==> config.mk <==
export PLATFORM = sky130hd
export DESIGN_NAME = cwf_ctrl
export DESIGN_NICKNAME = d
export VERILOG_FILES = /design/src/rtl/cwf_pkg.sv /design/src/rtl/cwf_ctrl.sv /design/src/rtl/cwf_dom_timer.sv /design/src/rtl/cwf_sync.sv
export SDC_FILE = /design/constraint.sdc
export NUM_CORES = 1
export LEC_CHECK = 0
export BUFFER_PORTS_ARGS = -buffer_cell sky130_fd_sc_hd__buf_2
export CORE_UTILIZATION = 45
export CTS_BUF_LIST = sky130_fd_sc_hd__clkbuf_2 sky130_fd_sc_hd__clkbuf_4 sky130_fd_sc_hd__clkbuf_8
export CTS_CLUSTER_DIAMETER = 200
export DETAILED_ROUTE_END_ITERATION = 10
export PLACE_DENSITY = 0.68
export SKIP_LAST_GASP = 1
export SYNTH_ARGS = -nofsm -noshare
export SYNTH_HDL_FRONTEND = slang
export SYNTH_SLANG_ARGS = --single-unit
==> constraint.sdc <==
create_clock -name sys_clk -period 2.7 [get_ports sys_clk]
set_input_delay 0.135 -clock sys_clk [delete_from_list [all_inputs] [get_ports sys_clk]]
set_output_delay 0.135 -clock sys_clk [all_outputs]
set_load 0.02 [all_outputs]
==> src/rtl/cwf_pkg.sv <==
// Constants and types shared by the transceiver wake and fault control block.
// Assumes a 25 MHz system clock; times are given in microseconds.
package cwf_pkg;

  localparam int unsigned CLK_MHZ = 25;

  // Filter and time-out figures, in microseconds
  localparam int unsigned WAKE_MIN_TIME_US    = 1;
  localparam int unsigned WAKE_MAX_TIME_US    = 1000;
  localparam int unsigned TX_DOM_TIMEOUT_US   = 1000;
  localparam int unsigned BUS_DOM_TIMEOUT_US  = 1000;

  // Cycle counts: least times round up, longest times round down
  localparam int unsigned WAKE_MIN_CYC   = WAKE_MIN_TIME_US * CLK_MHZ;
  localparam int unsigned WAKE_MAX_CYC   = WAKE_MAX_TIME_US * CLK_MHZ;
  localparam int unsigned TX_DOM_CYC     = TX_DOM_TIMEOUT_US * CLK_MHZ;
  localparam int unsigned BUS_DOM_CYC    = BUS_DOM_TIMEOUT_US * CLK_MHZ;

  localparam int unsigned CNT_W = 16;

  // Transceiver mode field encodings
  typedef enum logic [1:0] {
    CWF_TRX_OFF   = 2'h0,
    CWF_TRX_WAKE  = 2'h1,
    CWF_TRX_RXO   = 2'h2,
    CWF_TRX_NORM  = 2'h3
  } cwf_trx_mode_t;

  // System mode encodings
  typedef enum logic [2:0] {
    CWF_SYS_NORMAL   = 3'h0,
    CWF_SYS_STOP     = 3'h1,
    CWF_SYS_SLEEP    = 3'h2,
    CWF_SYS_RESTART  = 3'h3,
    CWF_SYS_FAILSAFE = 3'h4
  } cwf_sys_mode_t;

  // Wake-pattern detector states
  typedef enum logic [4:0] {
    CWF_WP_IDLE = 5'h01,
    CWF_WP_DOM1 = 5'h02,
    CWF_WP_REC  = 5'h04,
    CWF_WP_DOM2 = 5'h08,
    CWF_WP_DONE = 5'h10
  } cwf_wp_state_t;

endpackage : cwf_pkg

==> src/rtl/cwf_ctrl.sv <==
// Transceiver mode, wake-pattern detection and fault supervision control.
// Assumes mode commands come from the SPI block on sys_clk; bus and pins are async.
//
// How it works
// - Wake capable allowed in Stop, Sleep, Restart, Normal; forced in Fail-Safe.
// - Bus wake drives receive output low until another transceiver mode.
// - Wake pattern: dominant, recessive, dominant, each between min and max.
// - After wake, mode field still reads wake capable; receive stays low.
// - Leaving wake capable then returning rearms wake detection.
// - System change to Stop, Sleep or Fail-Safe rearms wake automatically.
// - Rearming does not need the wake flag cleared.
// - In Stop or Normal, wake raises interrupt, records source, drops receive.
// - No automatic Stop to Normal after a wake; host commands it.
// - Wake in Stop re-enables a disabled watchdog when wake-enable set.
// - Wake in Sleep requests Restart then Normal; receive goes low.
// - Wake from Sleep gives no interrupt.
// - Normal/Stop keep mode; Sleep/Restart/Fail-Safe go to Restart.
// - After wake, host may command Normal mode; accepted.
// - Transmit dominant too long in Normal: driver off, receive only, fault.
// - When transmit time-out clears, driver returns; configuration unchanged.
// - Bus dominant too long in Normal or Receive Only sets fault flag.
// - Supply monitored only in Normal/Receive Only and system Normal/Stop.
// - Supply low sets flag, disables driver; recovery restores Normal.
// - Off mode after reset; wake events ignored there.
// - Receive Only keeps driver off, receive path working.
`timescale 1ns/1ns
`default_nettype none
module cwf_ctrl
  import cwf_pkg::*;
(
  input  wire logic                   sys_clk,
  input  wire logic                   resetn,
  // Pins from outside the clock domain
  input  wire logic                   transmit_input,
  input  wire logic                   bus_rx,
  input  wire logic                   transceiver_supply_ok,
  // Control from the SPI block
  input  wire cwf_pkg::cwf_trx_mode_t trx_mode_cmd,
  input  wire cwf_pkg::cwf_sys_mode_t sys_mode,
  input  wire logic                   wdog_on_bus_wake,
  input  wire logic                   wdog_enabled,
  input  wire logic                   bus_wake_flag_clr,
  input  wire logic                   bus_fault_flag_clr,
  input  wire logic                   supply_low_flag_clr,
  // Status and actions
  output cwf_pkg::cwf_trx_mode_t      trx_mode,
  output logic                        receive_output,
  output logic                        bus_drive,
  output logic                        tx_disabled,
  output logic                        bus_wake_flag,
  output logic                        wake_source_status,
  output logic                        bus_fault_flag,
  output logic                        transceiver_supply_low_flag,
  output logic                        wake_int,
  output logic                        wdog_enable_req,
  output logic                        sys_restart_req
);
  import cwf_pkg::*;

  function automatic logic [CNT_W-1:0] cyc(input int unsigned n);
    cyc = n[CNT_W-1:0];
  endfunction : cyc

  // Phase length lies strictly between the wake limits
  function automatic logic in_window(input logic [CNT_W-1:0] c);
    in_window = (c > cyc(WAKE_MIN_CYC)) && (c < cyc(WAKE_MAX_CYC));
  endfunction : in_window

  logic txd_s;
  logic rx_s;
  logic vok_s;

  cwf_sync u_sync_txd (
    .sys_clk (sys_clk),
    .resetn  (resetn),
    .d       (transmit_input),
    .q       (txd_s)
  );

  cwf_sync u_sync_rx (
    .sys_clk (sys_clk),
    .resetn  (resetn),
    .d       (bus_rx),
    .q       (rx_s)
  );

  cwf_sync u_sync_vok (
    .sys_clk (sys_clk),
    .resetn  (resetn),
    .d       (transceiver_supply_ok),
    .q       (vok_s)
  );

  // Mode requested, with Fail-Safe forcing wake capable
  cwf_trx_mode_t mode_eff;
  logic          wake_ok_sys;
  always_comb begin
    wake_ok_sys = (sys_mode == CWF_SYS_STOP) || (sys_mode == CWF_SYS_SLEEP) ||
                  (sys_mode == CWF_SYS_RESTART) || (sys_mode == CWF_SYS_NORMAL) ||
                  (sys_mode == CWF_SYS_FAILSAFE);
    if (sys_mode == CWF_SYS_FAILSAFE)
      mode_eff = CWF_TRX_WAKE;
    else
      mode_eff = trx_mode_cmd;
  end

  always_ff @(posedge sys_clk or negedge resetn) begin
    if (!resetn)
      trx_mode <= CWF_TRX_OFF;
    else
      trx_mode <= mode_eff;
  end

  cwf_sys_mode_t sys_mode_r;
  always_ff @(posedge sys_clk or negedge resetn) begin
    if (!resetn)
      sys_mode_r <= CWF_SYS_NORMAL;
    else
      sys_mode_r <= sys_mode;
  end

  logic rearm;
  logic sys_rearm;
  assign sys_rearm = (sys_mode != sys_mode_r) &&
                     ((sys_mode == CWF_SYS_STOP) || (sys_mode == CWF_SYS_SLEEP) ||
                      (sys_mode == CWF_SYS_FAILSAFE));
  // Leaving wake capable rearms; the wake flag plays no part
  assign rearm = sys_rearm || (trx_mode != CWF_TRX_WAKE);

  // Wake-pattern detector
  cwf_wp_state_t    wp_r;
  logic [CNT_W-1:0] ph_cnt_r;
  logic             rx_prev_r;
  logic             wake_armed;
  logic             wake_hit;

  assign wake_armed = (trx_mode == CWF_TRX_WAKE) && wake_ok_sys;

  always_ff @(posedge sys_clk or negedge resetn) begin
    if (!resetn)
      rx_prev_r <= 1'b1;
    else
      rx_prev_r <= rx_s;
  end

  always_ff @(posedge sys_clk or negedge resetn) begin
    if (!resetn)
      ph_cnt_r <= '0;
    else if (rx_s != rx_prev_r)
      ph_cnt_r <= cyc(1);
    else if (ph_cnt_r != cyc(WAKE_MAX_CYC))
      ph_cnt_r <= ph_cnt_r + 1'b1;
  end

  always_ff @(posedge sys_clk or negedge resetn) begin
    if (!resetn) begin
      wp_r <= CWF_WP_IDLE;
    end else if (rearm || !wake_armed) begin
      wp_r <= CWF_WP_IDLE;
    end else begin
      case (wp_r)
        CWF_WP_IDLE: begin
          if (!rx_s && rx_prev_r)
            wp_r <= CWF_WP_DOM1;
        end
        CWF_WP_DOM1: begin
          if (rx_s && !rx_prev_r)
            wp_r <= in_window(ph_cnt_r) ? CWF_WP_REC : CWF_WP_IDLE;
          else if (ph_cnt_r == cyc(WAKE_MAX_CYC))
            wp_r <= CWF_WP_IDLE;
        end
        CWF_WP_REC: begin
          if (!rx_s && rx_prev_r)
            wp_r <= in_window(ph_cnt_r) ? CWF_WP_DOM2 : CWF_WP_DOM1;
          else if (ph_cnt_r == cyc(WAKE_MAX_CYC))
            wp_r <= CWF_WP_IDLE;
        end
        CWF_WP_DOM2: begin
          if (rx_s && !rx_prev_r)
            wp_r <= in_window(ph_cnt_r) ? CWF_WP_DONE : CWF_WP_IDLE;
          else if (ph_cnt_r == cyc(WAKE_MAX_CYC))
            wp_r <= CWF_WP_IDLE;
        end
        CWF_WP_DONE: begin
          wp_r <= CWF_WP_DONE;
        end
        default: wp_r <= CWF_WP_IDLE;
      endcase
    end
  end

  // One pulse on entry to DONE
  assign wake_hit = wake_armed && (wp_r == CWF_WP_DOM2) && rx_s && !rx_prev_r &&
                    in_window(ph_cnt_r) && !rearm;

  // Wake latch holds receive low until the mode changes
  logic woken_r;
  always_ff @(posedge sys_clk or negedge resetn) begin
    if (!resetn)
      woken_r <= 1'b0;
    else if (wake_hit)
      woken_r <= 1'b1;
    else if (trx_mode != CWF_TRX_WAKE || mode_eff != CWF_TRX_WAKE)
      woken_r <= 1'b0;
  end

  // Sticky flags; a set in the clearing cycle wins
  always_ff @(posedge sys_clk or negedge resetn) begin
    if (!resetn) begin
      bus_wake_flag      <= 1'b0;
      wake_source_status <= 1'b0;
    end else if (wake_hit) begin
      bus_wake_flag      <= 1'b1;
      wake_source_status <= 1'b1;
    end else if (bus_wake_flag_clr) begin
      bus_wake_flag      <= 1'b0;
      wake_source_status <= 1'b0;
    end
  end

  // System actions on a wake; the system mode itself is never changed here
  always_ff @(posedge sys_clk or negedge resetn) begin
    if (!resetn) begin
      wake_int        <= 1'b0;
      sys_restart_req <= 1'b0;
      wdog_enable_req <= 1'b0;
    end else begin
      // Interrupt only when staying in Normal or Stop; never from Sleep
      wake_int <= wake_hit && ((sys_mode == CWF_SYS_NORMAL) ||
                               (sys_mode == CWF_SYS_STOP));
      sys_restart_req <= wake_hit && ((sys_mode == CWF_SYS_SLEEP) ||
                                      (sys_mode == CWF_SYS_RESTART) ||
                                      (sys_mode == CWF_SYS_FAILSAFE));
      wdog_enable_req <= wake_hit && (sys_mode == CWF_SYS_STOP) &&
                         !wdog_enabled && wdog_on_bus_wake;
    end
  end

  // Fault supervision
  logic txd_to;
  logic bus_to;
  logic tx_mon;
  logic bus_mon;
  logic uv_mon;
  logic uv_now;

  assign tx_mon  = (trx_mode == CWF_TRX_NORM) && !txd_s;
  assign bus_mon = ((trx_mode == CWF_TRX_NORM) || (trx_mode == CWF_TRX_RXO)) && !rx_s;
  assign uv_mon  = ((trx_mode == CWF_TRX_NORM) || (trx_mode == CWF_TRX_RXO)) &&
                   ((sys_mode == CWF_SYS_NORMAL) || (sys_mode == CWF_SYS_STOP));
  assign uv_now  = uv_mon && !vok_s;

  cwf_dom_timer u_txd_timer (
    .sys_clk (sys_clk),
    .resetn  (resetn),
    .active  (tx_mon),
    .limit   (cyc(TX_DOM_CYC)),
    .expired (txd_to)
  );

  cwf_dom_timer u_bus_timer (
    .sys_clk (sys_clk),
    .resetn  (resetn),
    .active  (bus_mon),
    .limit   (cyc(BUS_DOM_CYC)),
    .expired (bus_to)
  );

  always_ff @(posedge sys_clk or negedge resetn) begin
    if (!resetn)
      bus_fault_flag <= 1'b0;
    else if (txd_to || bus_to)
      bus_fault_flag <= 1'b1;
    else if (bus_fault_flag_clr)
      bus_fault_flag <= 1'b0;
  end

  always_ff @(posedge sys_clk or negedge resetn) begin
    if (!resetn)
      transceiver_supply_low_flag <= 1'b0;
    else if (uv_now)
      transceiver_supply_low_flag <= 1'b1;
    else if (supply_low_flag_clr)
      transceiver_supply_low_flag <= 1'b0;
  end

  // Driver and receive pin; timers release when the cause clears
  always_ff @(posedge sys_clk or negedge resetn) begin
    if (!resetn) begin
      tx_disabled    <= 1'b1;
      bus_drive      <= 1'b0;
      receive_output <= 1'b1;
    end else begin
      tx_disabled <= (trx_mode != CWF_TRX_NORM) || txd_to || uv_now;
      bus_drive   <= (trx_mode == CWF_TRX_NORM) && !txd_to && !uv_now && !txd_s;
      if (trx_mode == CWF_TRX_WAKE)
        receive_output <= !(woken_r || wake_hit);
      else if (trx_mode == CWF_TRX_OFF)
        receive_output <= 1'b1;
      else
        receive_output <= rx_s;
    end
  end

endmodule : cwf_ctrl
`default_nettype wire

==> src/rtl/cwf_dom_timer.sv <==
// Saturating timer that flags a level held longer than a cycle limit.
// Assumes a synchronous level input and a static limit.
`timescale 1ns/1ns
`default_nettype none
module cwf_dom_timer
  import cwf_pkg::*;
(
  input  wire logic             sys_clk,
  input  wire logic             resetn,
  input  wire logic             active,
  input  wire logic [CNT_W-1:0] limit,
  output logic                  expired
);
  logic [CNT_W-1:0] cnt_r;

  always_ff @(posedge sys_clk or negedge resetn) begin
    if (!resetn) begin
      cnt_r   <= '0;
      expired <= 1'b0;
    end else if (!active) begin
      cnt_r   <= '0;
      expired <= 1'b0;
    end else begin
      if (cnt_r != limit)
        cnt_r <= cnt_r + 1'b1;
      // Held strictly longer than the limit
      expired <= (cnt_r == limit);
    end
  end
endmodule : cwf_dom_timer
`default_nettype wire

==> src/rtl/cwf_sync.sv <==
// Two-flop synchroniser for a single level arriving from a pin.
// Assumes the input is asynchronous to sys_clk.
`timescale 1ns/1ns
`default_nettype none
module cwf_sync (
  input  wire logic sys_clk,
  input  wire logic resetn,
  input  wire logic d,
  output logic      q
);
  logic meta_r;

  always_ff @(posedge sys_clk or negedge resetn) begin
    if (!resetn) begin
      meta_r <= 1'b1;
      q      <= 1'b1;
    end else begin
      meta_r <= d;
      q      <= meta_r;
    end
  end
endmodule : cwf_sync
`default_nettype wire
==> results of run 1 <==
[sequential cells by signal, indices dropped and copies added (netlist names), 2 cells and up]
| register | cells |
|---|---|
| wp_r | 5 |
| trx_mode | 2 |
| u_bus_timer.cnt_r | 16 |
| ph_cnt_r | 16 |
| sys_mode_r | 3 |
| u_txd_timer.cnt_r | 16 |
[per-stage QoR]
stage | utilization [%] | setup slack, ns
6_report | 52.7 | 0.665
3_3_place_gp | 49.1 | 0.713
4_1_cts | 52.7 | 0.657
5_1_grt | 52.7 | 0.573
2_1_floorplan | - | 0.820
3_5_place_dp | 49.1 | 0.667
[synthesized netlist by cell type, drive strengths merged (13+ instances only)]
master	n
a21oi	13
and2	13
dfrtp	67
inv	17
nand2	23
nand3	20
nand4	13
nor2	43
o21ai	15
xnor2	17
xor2	22
[worst paths after layout]
path                                  startpoint  slack [ns]  cells after the start                   end
worst max-delay path                ph_cnt_r[12]        0.67                      5        receive_output
worst min-delay path             trx_mode_cmd[1]        0.03                      3           trx_mode[1]
worst max register to register      ph_cnt_r[12]        0.67                      5        receive_output
worst min register to register  u_sync_rx.meta_r        0.36                      0           u_sync_rx.q
max in group asynchronous                 resetn        1.64                      2           ph_cnt_r[0]
min in group asynchronous                 resetn        0.45                      2  u_bus_timer.cnt_r[3]
[tightest hold or removal path, stage by stage]
cell	delay, ns
buf_2	0.10
inv_1	0.06
nor2_1	0.05
[per-layer routing]
| layer | wire (um) | track usage [%] |
|---|---|---|
| met1 | 3370 | 22.1 |
| met2 | 3390 | 29.7 |
| met3 | 184 | 2.43 |
| met4 | 169 | 8.85 |
| met5 | 0 | 0 |
[cells by family (layout without fill, tap and decap cells)]
kind of cell    count (synthesis)  count (layout)  synth area share (%)
compound gates                 42              42                  7.36
fa+ha+maj                      10              10                  3.30
xor+xnor                       39              39                  9.01
flops                          77              77                  51.2
mux                             3               3                 0.792
simple gates                  176             176                  25.7
buf+inv                        26              70                  2.71
[power groups by stage]
stage	clock, mW	combinational, mW	sequential, mW
final	0.806	0.156	1.21
after global routing	0.879	0.178	1.22
after CTS	0.828	0.159	1.21
after detailed placement	0	0.147	1.24
after global placement	0	0.143	1.24
after floorplan	0	0.0785	1.23
[layout make-up]
| class | count | share of cell area (%) |
|---|---|---|
| clock buffer | 9 | 2.88 |
| clock inverter | 7 | 1.34 |
| inverter | 17 | 1.48 |
| multi-input combinational | 270 | 40.6 |
| sequential | 77 | 45.0 |
| tap | 105 | 3.05 |
| timing repair buffer | 37 | 5.63 |
==> out/summary.txt, run 1 <==
Largest stage delay, worst path - 0.55 ns
Synthesis-to-finish area growth - 13.6%
Status - complete, no violations
Fillers - 734
Reg clk slew, reported paths - 0.08 ns
Buffers plus inverters on the worst setup path - 0
Die footprint - 0.00880 mm2
Power share of the clock group - 37.0%
Largest net degree at the start of global routing - 78
Layout cells sized above 1 - 15.1%
# rows - 33
Pwr dens - 505 mW/mm2
GRT Resource Usage Total - 17.6%
Final wirelength - 7120 um
TNS Setup - 0 ns
Placed cell count - 495
Share of the synthesized area in the top cell type - 44.2%
Ys async rst share - 100%
Number of warning messages in the yosys log - 0
Critical Path RT - 2.99 ns
Die Y - 93.8 um
FF+latch count, synth - 77
Int Power - 1.59 mW
Root Buffer - clkbuf_8
Sequential cell area - 0.00194 mm2
# IOs - 27
Post-cts resize count - 0
WHS - 0.0323 ns
First-pass DRT Iterations - 4
Post-synth top area cell - dfrtp_1
ANT cells - 0
Max cap viols - 0
Post-CTS setup buffers - 0
Minimum clock period after layout - 2.03 ns
HP Class - in2reg
Initial antenna violation count - 0
Global-route wire length before repair - 12200 um
Clock insertion delay at the later pin of the skew report - 0.36 ns
Setup CP Type - reg2reg
Final Skew - 0.0117 ns
Slew @ Worst Pin - 0.936 ns
Critical-path maximum fanout - 6
Dpl hpwl - 4790 um
Worst setup SP type - flip-flop
Fmax - 491 MHz
Routed via count - 2800
Post-route cell area - 0.00431 mm2
Number of CTS-inserted buffers - 9
Post-Syn Nets - 398
Unique masters post-synth - 51
Worst path cell trace - or4_1 -> or2_4 -> o31ai_4 -> nand3_2 -> and3_1
Syn_area_per_cell - 10.2 um2
Flop pwr share - 55.8%
Core Area - 0.00818 mm2
Initial Utilization - 46.4%
Commonest non-fill, non-tap cell in the layout - dfrtp_1
Clk sink count - 77
Vias in the first global route - 2726
Fin crit share - 75.4%
Clock tree buffer depth - 2
Post-synth EDFFs - 0
Setup violators final - 0
DRC - 0
PortBufs - 26
CP arrival - 2.32 ns
Total grt overflow - 0
Antenna Nets Post-Route - 0
Comb pwr share - 7.2%
WL/cell - 13.6 um
Leakage - 1.86 nW
DR vias/cell - 5.36
Multi-input gate area - 0.00175 mm2
Die width - 93.8 um
NetSw - 585 uW
Netlist Area Pre-Place - 0.00379 mm2
Slew headroom - 37.6%
CTS H-tree lvls - 3
Largest cells by area after synthesis - dfrtp_1, dfstp_2, xor2_1, nor2_1, xnor2_1
Pwr Total - 2.18 mW
Hold_buf cts - 11
Leading cell types in the layout, fill and taps excluded - dfrtp_1, nor2_1, buf_2
Nets@finish - 437
CTS tree - yes
Slowest cell on crit path - or4_1
Endpoints failing hold - 0
DR iter-0 viols - 98
CP endpoint kind - flip-flop
CP top delay family - simple AND/OR/NAND/NOR gates
Post-Syn Instances - 373
Max IR drop VDD - 0.000189 V
Placed instance area - 0.00402 mm2
GPL Wtd Cong - 0.794
Final Non-Filler Cells - 522
Unrepaired setup endpoints after global routing - no
Post-synthesis sequential area ratio - 51.2%
Sw frac - 26.9%
Top FF cell, synth - dfrtp_1
Pins Over Slew Limit - 0
Note: power is estimated with default switching activity, not from simulation.
==> run 2: changes to the inputs <==
==> constraint.sdc (replaced) <==
create_clock -name sys_clk -period 1.9 [get_ports sys_clk]
set_input_delay 0.095 -clock sys_clk [delete_from_list [all_inputs] [get_ports sys_clk]]
set_output_delay 0.095 -clock sys_clk [all_outputs]
set_load 0.02 [all_outputs]
==> run 2 against run 1 <==
  * The run now ends with setup timing left
  * Maximum frequency rose by 5.1%
  * Sequential share of layout area down 2.5 points
  * Worst hold slack worse by 0.015 ns
  * Worst setup slack lost 0.70 ns
  * Die area did not move
  * Clock skew shrank 0.0022 ns
  * Wire length rose by 1.3%
==> out/summary.txt, run 2 (synthesis results as in run 1) <==
TNS Setup - -0.0357 ns (-0.0357 ns)
Fin crit share - 102% (+27 points)
Initial antenna violation count - 0 (unchanged)
DRC - 0 (unchanged)
Clock insertion delay at the later pin of the skew report - 0.35 ns (about the same)
Minimum clock period after layout - 1.94 ns (-0.0992 ns)
Worst setup SP type - flip-flop
Critical Path RT - 2.18 ns (-0.81 ns)
Core Area - 0.00818 mm2 (unchanged)
DR vias/cell - 5.22 (-2.6%)
Fillers - 689 (-6.1%)
Final Skew - 0.00946 ns (-0.00220 ns)
Nets@finish - 456 (+4.3%)
Max IR drop VDD - 0.000351 V (+86%)
Pwr dens - 766 mW/mm2 (+52%)
Die footprint - 0.00880 mm2 (unchanged)
Post-route cell area - 0.00456 mm2 (+6.0%)
Fmax - 517 MHz (+5.1%)
Placed instance area - 0.00413 mm2 (+2.9%)
Vias in the first global route - 2654 (-2.6%)
CTS tree - yes
Number of CTS-inserted buffers - 9 (unchanged)
ANT cells - 0 (unchanged)
Layout cells sized above 1 - 20.0% (+4.8 points)
Synthesis-to-finish area growth - 20.4%
Dpl hpwl - 4860 um (+1.3%)
Critical-path maximum fanout - 6 (unchanged)
Initial Utilization - 46.4% (unchanged)
GPL Wtd Cong - 0.793 (-0.15%)
First-pass DRT Iterations - 4 (unchanged)
Setup CP Type - reg2reg
Failing checks - setup timing
Root Buffer - clkbuf_8
Die Y - 93.8 um (unchanged)
Clock tree buffer depth - 2 (unchanged)
CP endpoint kind - flip-flop
Unrepaired setup endpoints after global routing - yes
Max cap viols - 0 (unchanged)
GRT Resource Usage Total - 17.5% (-0.17 points)
# IOs - 27 (unchanged)
WHS - 0.0173 ns (-0.0150 ns)
Total grt overflow - 0 (unchanged)
DR iter-0 viols - 85 (-13%)
# rows - 33 (unchanged)
Highest metal used - met4
DRT met1 WL - 3600 um (+6.6%)
Pins Over Slew Limit - 0 (unchanged)
Reg clk slew, reported paths - 0.08 ns (about the same)
Leakage - 2.00 nW (+7.7%)
Slew headroom - 69.9% (+32 points)
Leading cell types in the layout, fill and taps excluded - dfrtp_1, nor2_1, buf_2
Die width - 93.8 um (unchanged)
Global-route wire length before repair - 12100 um (-0.57%)
CTS H-tree lvls - 3 (unchanged)
Endpoints failing hold - 0 (unchanged)
CP arrival - 2.21 ns (-0.11 ns)
Largest net degree at the start of global routing - 44 (-44%)
Routed wl met2 - 3290 um (-2.9%)
Antenna Nets Post-Route - 0 (unchanged)
Slew @ Worst Pin - 0.448 ns (-0.488 ns)
Setup violators final - 1 (+1)
PortBufs - 26 (unchanged)
Metal3 WL - 180 um (-2.2%)
Status - complete, but fails checks
Final WS setup - -0.0357 ns (-0.701 ns)
Commonest non-fill, non-tap cell in the layout - dfrtp_1
WL/cell - 13.3 um (-2.3%)
Top flop regs - ph_cnt_r: 16 flops, u_bus_timer.cnt_r: 16 flops, u_txd_timer.cnt_r: 16 flops
Routed via count - 2826 (+0.93%)
HP Class - in2reg
Final wirelength - 7210 um (+1.3%)
Clk sink count - 77 (unchanged)
run 2: cell count changes in the layout (fill, tap and decap cells not counted), sizes merged:
cell         delta
bufinv          +3
inv             -1
buf            +18
dlygate4sd3     +1
clkinvlp        -2
run 2: power breakdown:
part / switching [mW] / leakage, nW / total [mW] / internal, mW
registers: 0.0366 / 1.02 / 1.72 / 1.68
clock network: 0.630 / 0.124 / 1.51 / 0.882
logic: 0.153 / 0.856 / 0.266 / 0.114
total: 0.819 / 2.00 / 3.50 / 2.68
run 2: layout make-up:
class	count	area, um2	share of cell area (%)
multi-input combinational	270	1780	39.0
sequential	77	1940	42.5
clock buffer	9	124	2.71
inverter	17	63.8	1.40
timing repair buffer	56	404	8.85
clock inverter	7	121	2.66
tap	105	131	2.88
run 2: what timing repair did:
action / in CTS / in global routing
pin swaps: 3 / 8
hold buffers: 12 / 0
setup endpoints to repair: 11 / 14
buffers inserted: 1 / 3
hold endpoints to repair: 39 / 0
resized for setup: 0 / 9
gates cloned: 0 / 0
run 2: critical path: stages, from the launching register on:
cell,delay (ns)
dfrtp_1,0.38
or4_4,0.53
or2_4,0.30
o31ai_4,0.26
nand3_2,0.20
and3_1,0.20
run 2: path summary, 6_finish.rpt:
kind	cells after the start	endpoint	startpoint	slack [ns]
max in group asynchronous	3	tx_disabled	resetn	1.03
min reg2reg	0	u_sync_rx.q	u_sync_rx.meta_r	0.36
min in group asynchronous	2	u_bus_timer.cnt_r[4]	resetn	0.23
max	5	receive_output	ph_cnt_r[12]	-0.04
max reg2reg	5	receive_output	ph_cnt_r[12]	-0.04
min	3	wdog_enable_req	wdog_on_bus_wake	0.02
run 2: routing by layer:
| metal | track usage [%] | up-vias |
|---|---|---|
| met2 | 28.2 | 46 |
| li1 | - | 1401 |
| met4 | 8.46 | 0 |
| met5 | 0 | - |
| met1 | 23.4 | 1368 |
| met3 | 1.94 | 11 |
run 2: metrics by stage:
stage | worst slack, ns | utilization, % | instances | total power [mW]
2_1_floorplan | 0.0201 | - | 373 | 1.87
3_3_place_gp | -0.0668 | 50.6 | 509 | 1.98
3_5_place_dp | -0.103 | 50.6 | 509 | 1.99
4_1_cts | -0.0290 | 55.1 | 538 | 3.53
5_1_grt | -0.107 | 55.8 | 541 | 3.64
6_report | -0.0357 | 55.8 | 541 | 3.50
==> run 3: changes to the inputs <==
--- a/config.mk
+++ b/config.mk
@@ -5,6 +5,7 @@
 export SDC_FILE = /design/constraint.sdc
 export NUM_CORES = 1
 export LEC_CHECK = 0
+export ABC_AREA = 1
 export BUFFER_PORTS_ARGS = -buffer_cell sky130_fd_sc_hd__buf_2
 export CORE_UTILIZATION = 45
 export CTS_BUF_LIST = sky130_fd_sc_hd__clkbuf_2 sky130_fd_sc_hd__clkbuf_4 sky130_fd_sc_hd__clkbuf_8
==> run 3 against run 2 <==
  * The flow now finishes without violations
  * Die area rose by 6.9%
  * Critical path depth is the same
  * Sequential share of layout area decreased by 0.99 points
  * Critical path type unchanged
  * Synthesized cell count grew 33%
  * Combinational power rose by 15%
  * Final cell count is 22% higher
  * Global-route usage grew 1.7 points
  * Core utilization shrank 2.2 points
  * Critical endpoint is now ph_cnt_r[0]
  * Largest cell class unchanged
  * Worst setup slack improved by 0.30 ns
  * Count of clock-buffer cells in the layout up 5
  * Design area grew 2.4%
==> out/summary.txt, run 3 <==
Fmax - 612 MHz (+18%)
Int Power - 2.45 mW (-8.3%)
Nets@finish - 572 (+25%)
First-pass DRT Iterations - 4 (unchanged)
Post-Syn Nets - 522 (+31%)
Max cap viols - 0 (unchanged)
Pins Over Slew Limit - 0 (unchanged)
Pre-CTS setup slack - 0.255 ns (+0.357 ns)
DR vias/cell - 5.21 (-0.22%)
Flop pwr share - 53.5% (+4.4 points)
Commonest non-fill, non-tap cell in the layout - nand2_1
Synthesis-to-finish area growth - 15.1%
Top flop regs - ph_cnt_r: 16 flops, u_bus_timer.cnt_r: 16 flops, u_txd_timer.cnt_r: 16 flops
Initial Utilization - 46.5% (+0.17 points)
Setup CP Type - reg2reg
Reg clk slew, reported paths - 0.08 ns (about the same)
Slew @ Worst Pin - 0.582 ns (+0.134 ns)
Slew headroom - 61.2% (-8.7 points)
Most used cell, CP - inv_1
Worst setup SP type - flip-flop
Number of warning messages in the yosys log - 0 (unchanged)
Core Area - 0.00872 mm2 (+6.7%)
Post-Syn Instances - 497 (+33%)
Critical Path RT - 2.11 ns (-0.07 ns)
Root Buffer - clkbuf_8
WL/cell - 12.9 um (-3.6%)
Clock tree buffer depth - 2 (unchanged)
Final WS setup - 0.265 ns (+0.301 ns)
Slowest cell on crit path - dfstp_2
Buffers plus inverters on the worst setup path - 2 (+2)
Pwr Total - 3.27 mW (-6.4%)
Post-CTS setup buffers - 0 (-1)
Power share of the clock group - 37.2% (-6.0 points)
NetSw - 819 uW (about the same)
Unrepaired setup endpoints after global routing - no
Post-synth top area cell - dfrtp_1
Number of CTS-inserted buffers - 9 (unchanged)
Endpoints failing hold - 0 (unchanged)
Dpl hpwl - 6180 um (+27%)
Met2 usage - 32.8% (+4.7 points)
GPL Wtd Cong - 0.848 (+7.0%)
Leakage - 2.06 nW (+2.8%)
Sw frac - 25.0% (+1.6 points)
Total grt overflow - 0 (unchanged)
Routed via count - 3440 (+22%)
WHS - 0.291 ns (+0.274 ns)
Max IR drop VDD - 0.000389 V (+11%)
Antenna Nets Post-Route - 0 (unchanged)
Status - complete, no violations
CP top delay family - flip-flops
Vias in the first global route - 3364 (+27%)
Post-synthesis sequential area ratio - 47.8% (-3.4 points)
Setup violators final - 0 (-1)
Leading cell types in the layout, fill and taps excluded - nand2_1, inv_1, dfrtp_1
Clk sink count - 77 (unchanged)
Cell with the most instances after synthesis - nand2_1
Die footprint - 0.00940 mm2 (+6.9%)
CP endpoint kind - flip-flop
Pwr dens - 700 mW/mm2 (-8.6%)
Global-route wire length before repair - 14900 um (+23%)
FF+latch count, synth - 77 (unchanged)
Largest stage delay, worst path - 0.56 ns (+0.03 ns)
Final wirelength - 8480 um (+18%)
TNS Setup - 0 ns (+0.0357 ns)
Minimum clock period after layout - 1.64 ns (-0.301 ns)
CTS H-tree lvls - 3 (unchanged)
HP Class - in2async
Comb pwr share - 9.3% (+1.7 points)
CP arrival - 1.85 ns (-0.36 ns)
CTS tree - yes
Die Y - 97.0 um (+3.4%)
Clock insertion delay at the later pin of the skew report - 0.34 ns (about the same)
# IOs - 27 (unchanged)
Netlist Area Pre-Place - 0.00406 mm2 (+7.1%)
GR peak layer - met2
# rows - 34 (+3.0%)
Die width - 97.0 um (+3.4%)
ANT cells - 0 (unchanged)
Top FF cell, synth - dfrtp_1
Share of the synthesized area in the top cell type - 41.3% (-2.9 points)
Largest net degree at the start of global routing - 46 (+4.5%)
Final Skew - 0.00952 ns (+0.0000590 ns)
DRC - 0 (unchanged)
Critical-path maximum fanout - 12 (+6)
Post-synth top cells - nand2_1, inv_1, dfrtp_1
PortBufs - 26 (unchanged)
Ys async rst share - 100% (unchanged)
GR Layer Usage met1 - 24.9% (+1.5 points)
Met3 Use GR - 4.19% (+2.2 points)
Layout cells sized above 1 - 17.4% (-2.6 points)
Unique masters post-synth - 36 (-29%)
Fin crit share - 86.1% (-16 points)
DR iter-0 viols - 169 (+99%)
Post-synth EDFFs - 0 (unchanged)
GRT Resource Usage Total - 19.1% (+1.7 points)
Worst path cell trace - inv_1 -> ha_1 -> inv_1 -> nor2_1 -> o21ai_0
Largest cells by area after synthesis - dfrtp_1, nand2_1, inv_1, dfstp_2, nor2_1
Post-cts resize count - 0 (unchanged)
Initial antenna violation count - 0 (unchanged)
Syn_area_per_cell - 8.17 um2 (-20%)
run 3: cell families (layout without fill, tap and decap cells):
kind of cell | count (synthesis) | in the layout | synth area share (%)
buffers and inverters | 84 | 139 | 8.08
adders and majority gates | 10 | 10 | 3.08
xor gates and xnor gates | 9 | 9 | 1.94
AOI/OAI and AO/OA | 73 | 73 | 9.62
and+or+nand+nor | 244 | 244 | 29.5
DFF | 77 | 77 | 47.8
run 3: worst reg2reg max path: cells and delay by family, from the launching register on:
family	cells	cell delay, ns
fa+ha+maj	1	0.48
flops	1	0.56
buf+inv	2	0.23
compound gates	1	0.10
simple gates	1	0.15
run 3: layer usage:
layer	vias to the layer above	part of all wire [%]
li1	1734	-
met1	1631	45
met2	65	51
met3	10	3.2
met4	0	0.94
met5	-	0
run 3: path summary, 6_finish.rpt:
path	startpoint	endpoint	slack [ns]	cells past startpoint
min in group sys_clk	u_sync_txd.meta_r	u_sync_txd.q	0.36	0
worst min register to register	u_sync_txd.meta_r	u_sync_txd.q	0.36	0
max in group asynchronous	resetn	wp_r[0]	0.93	3
worst min-delay path	resetn	ph_cnt_r[5]	0.29	2
worst max-delay path	u_sync_rx.q	ph_cnt_r[0]	0.26	5
worst max register to register	u_sync_rx.q	ph_cnt_r[0]	0.26	5
run 3: final cells by class:
class,instances,area (um2)
Inverter,77,289
Sequential cell,77,1940
Fill cell,773,4050
Multi-Input combinational cell,336,1790
Tap cell,108,135
Clock buffer,14,186
Timing Repair Buffer,46,318
Clock inverter,2,13.8
run 3: what timing repair did:
item	in CTS	in global routing
hold buffers	14	0
hold endpoints to repair	49	0
setup endpoints to repair	0	0
run 3: power groups by stage:
stage               Clock, mW  Combinational, mW  Sequential (mW)
floorplan                   0              0.167             1.78
global placement            0              0.275             1.78
detailed placement          0              0.285             1.78
CTS                      1.26              0.307             1.75
global route             1.32              0.357             1.76
finish                   1.22              0.305             1.75
run 3: metrics by stage:
step | util [%] | area [um2] | instances
after floorplan | - | 4060 | 497
final | 53.6 | 4670 | 660
after global routing | 53.6 | 4670 | 660
after global placement | 49.7 | 4330 | 630
after detailed placement | 49.7 | 4330 | 630
after CTS | 53.6 | 4670 | 660
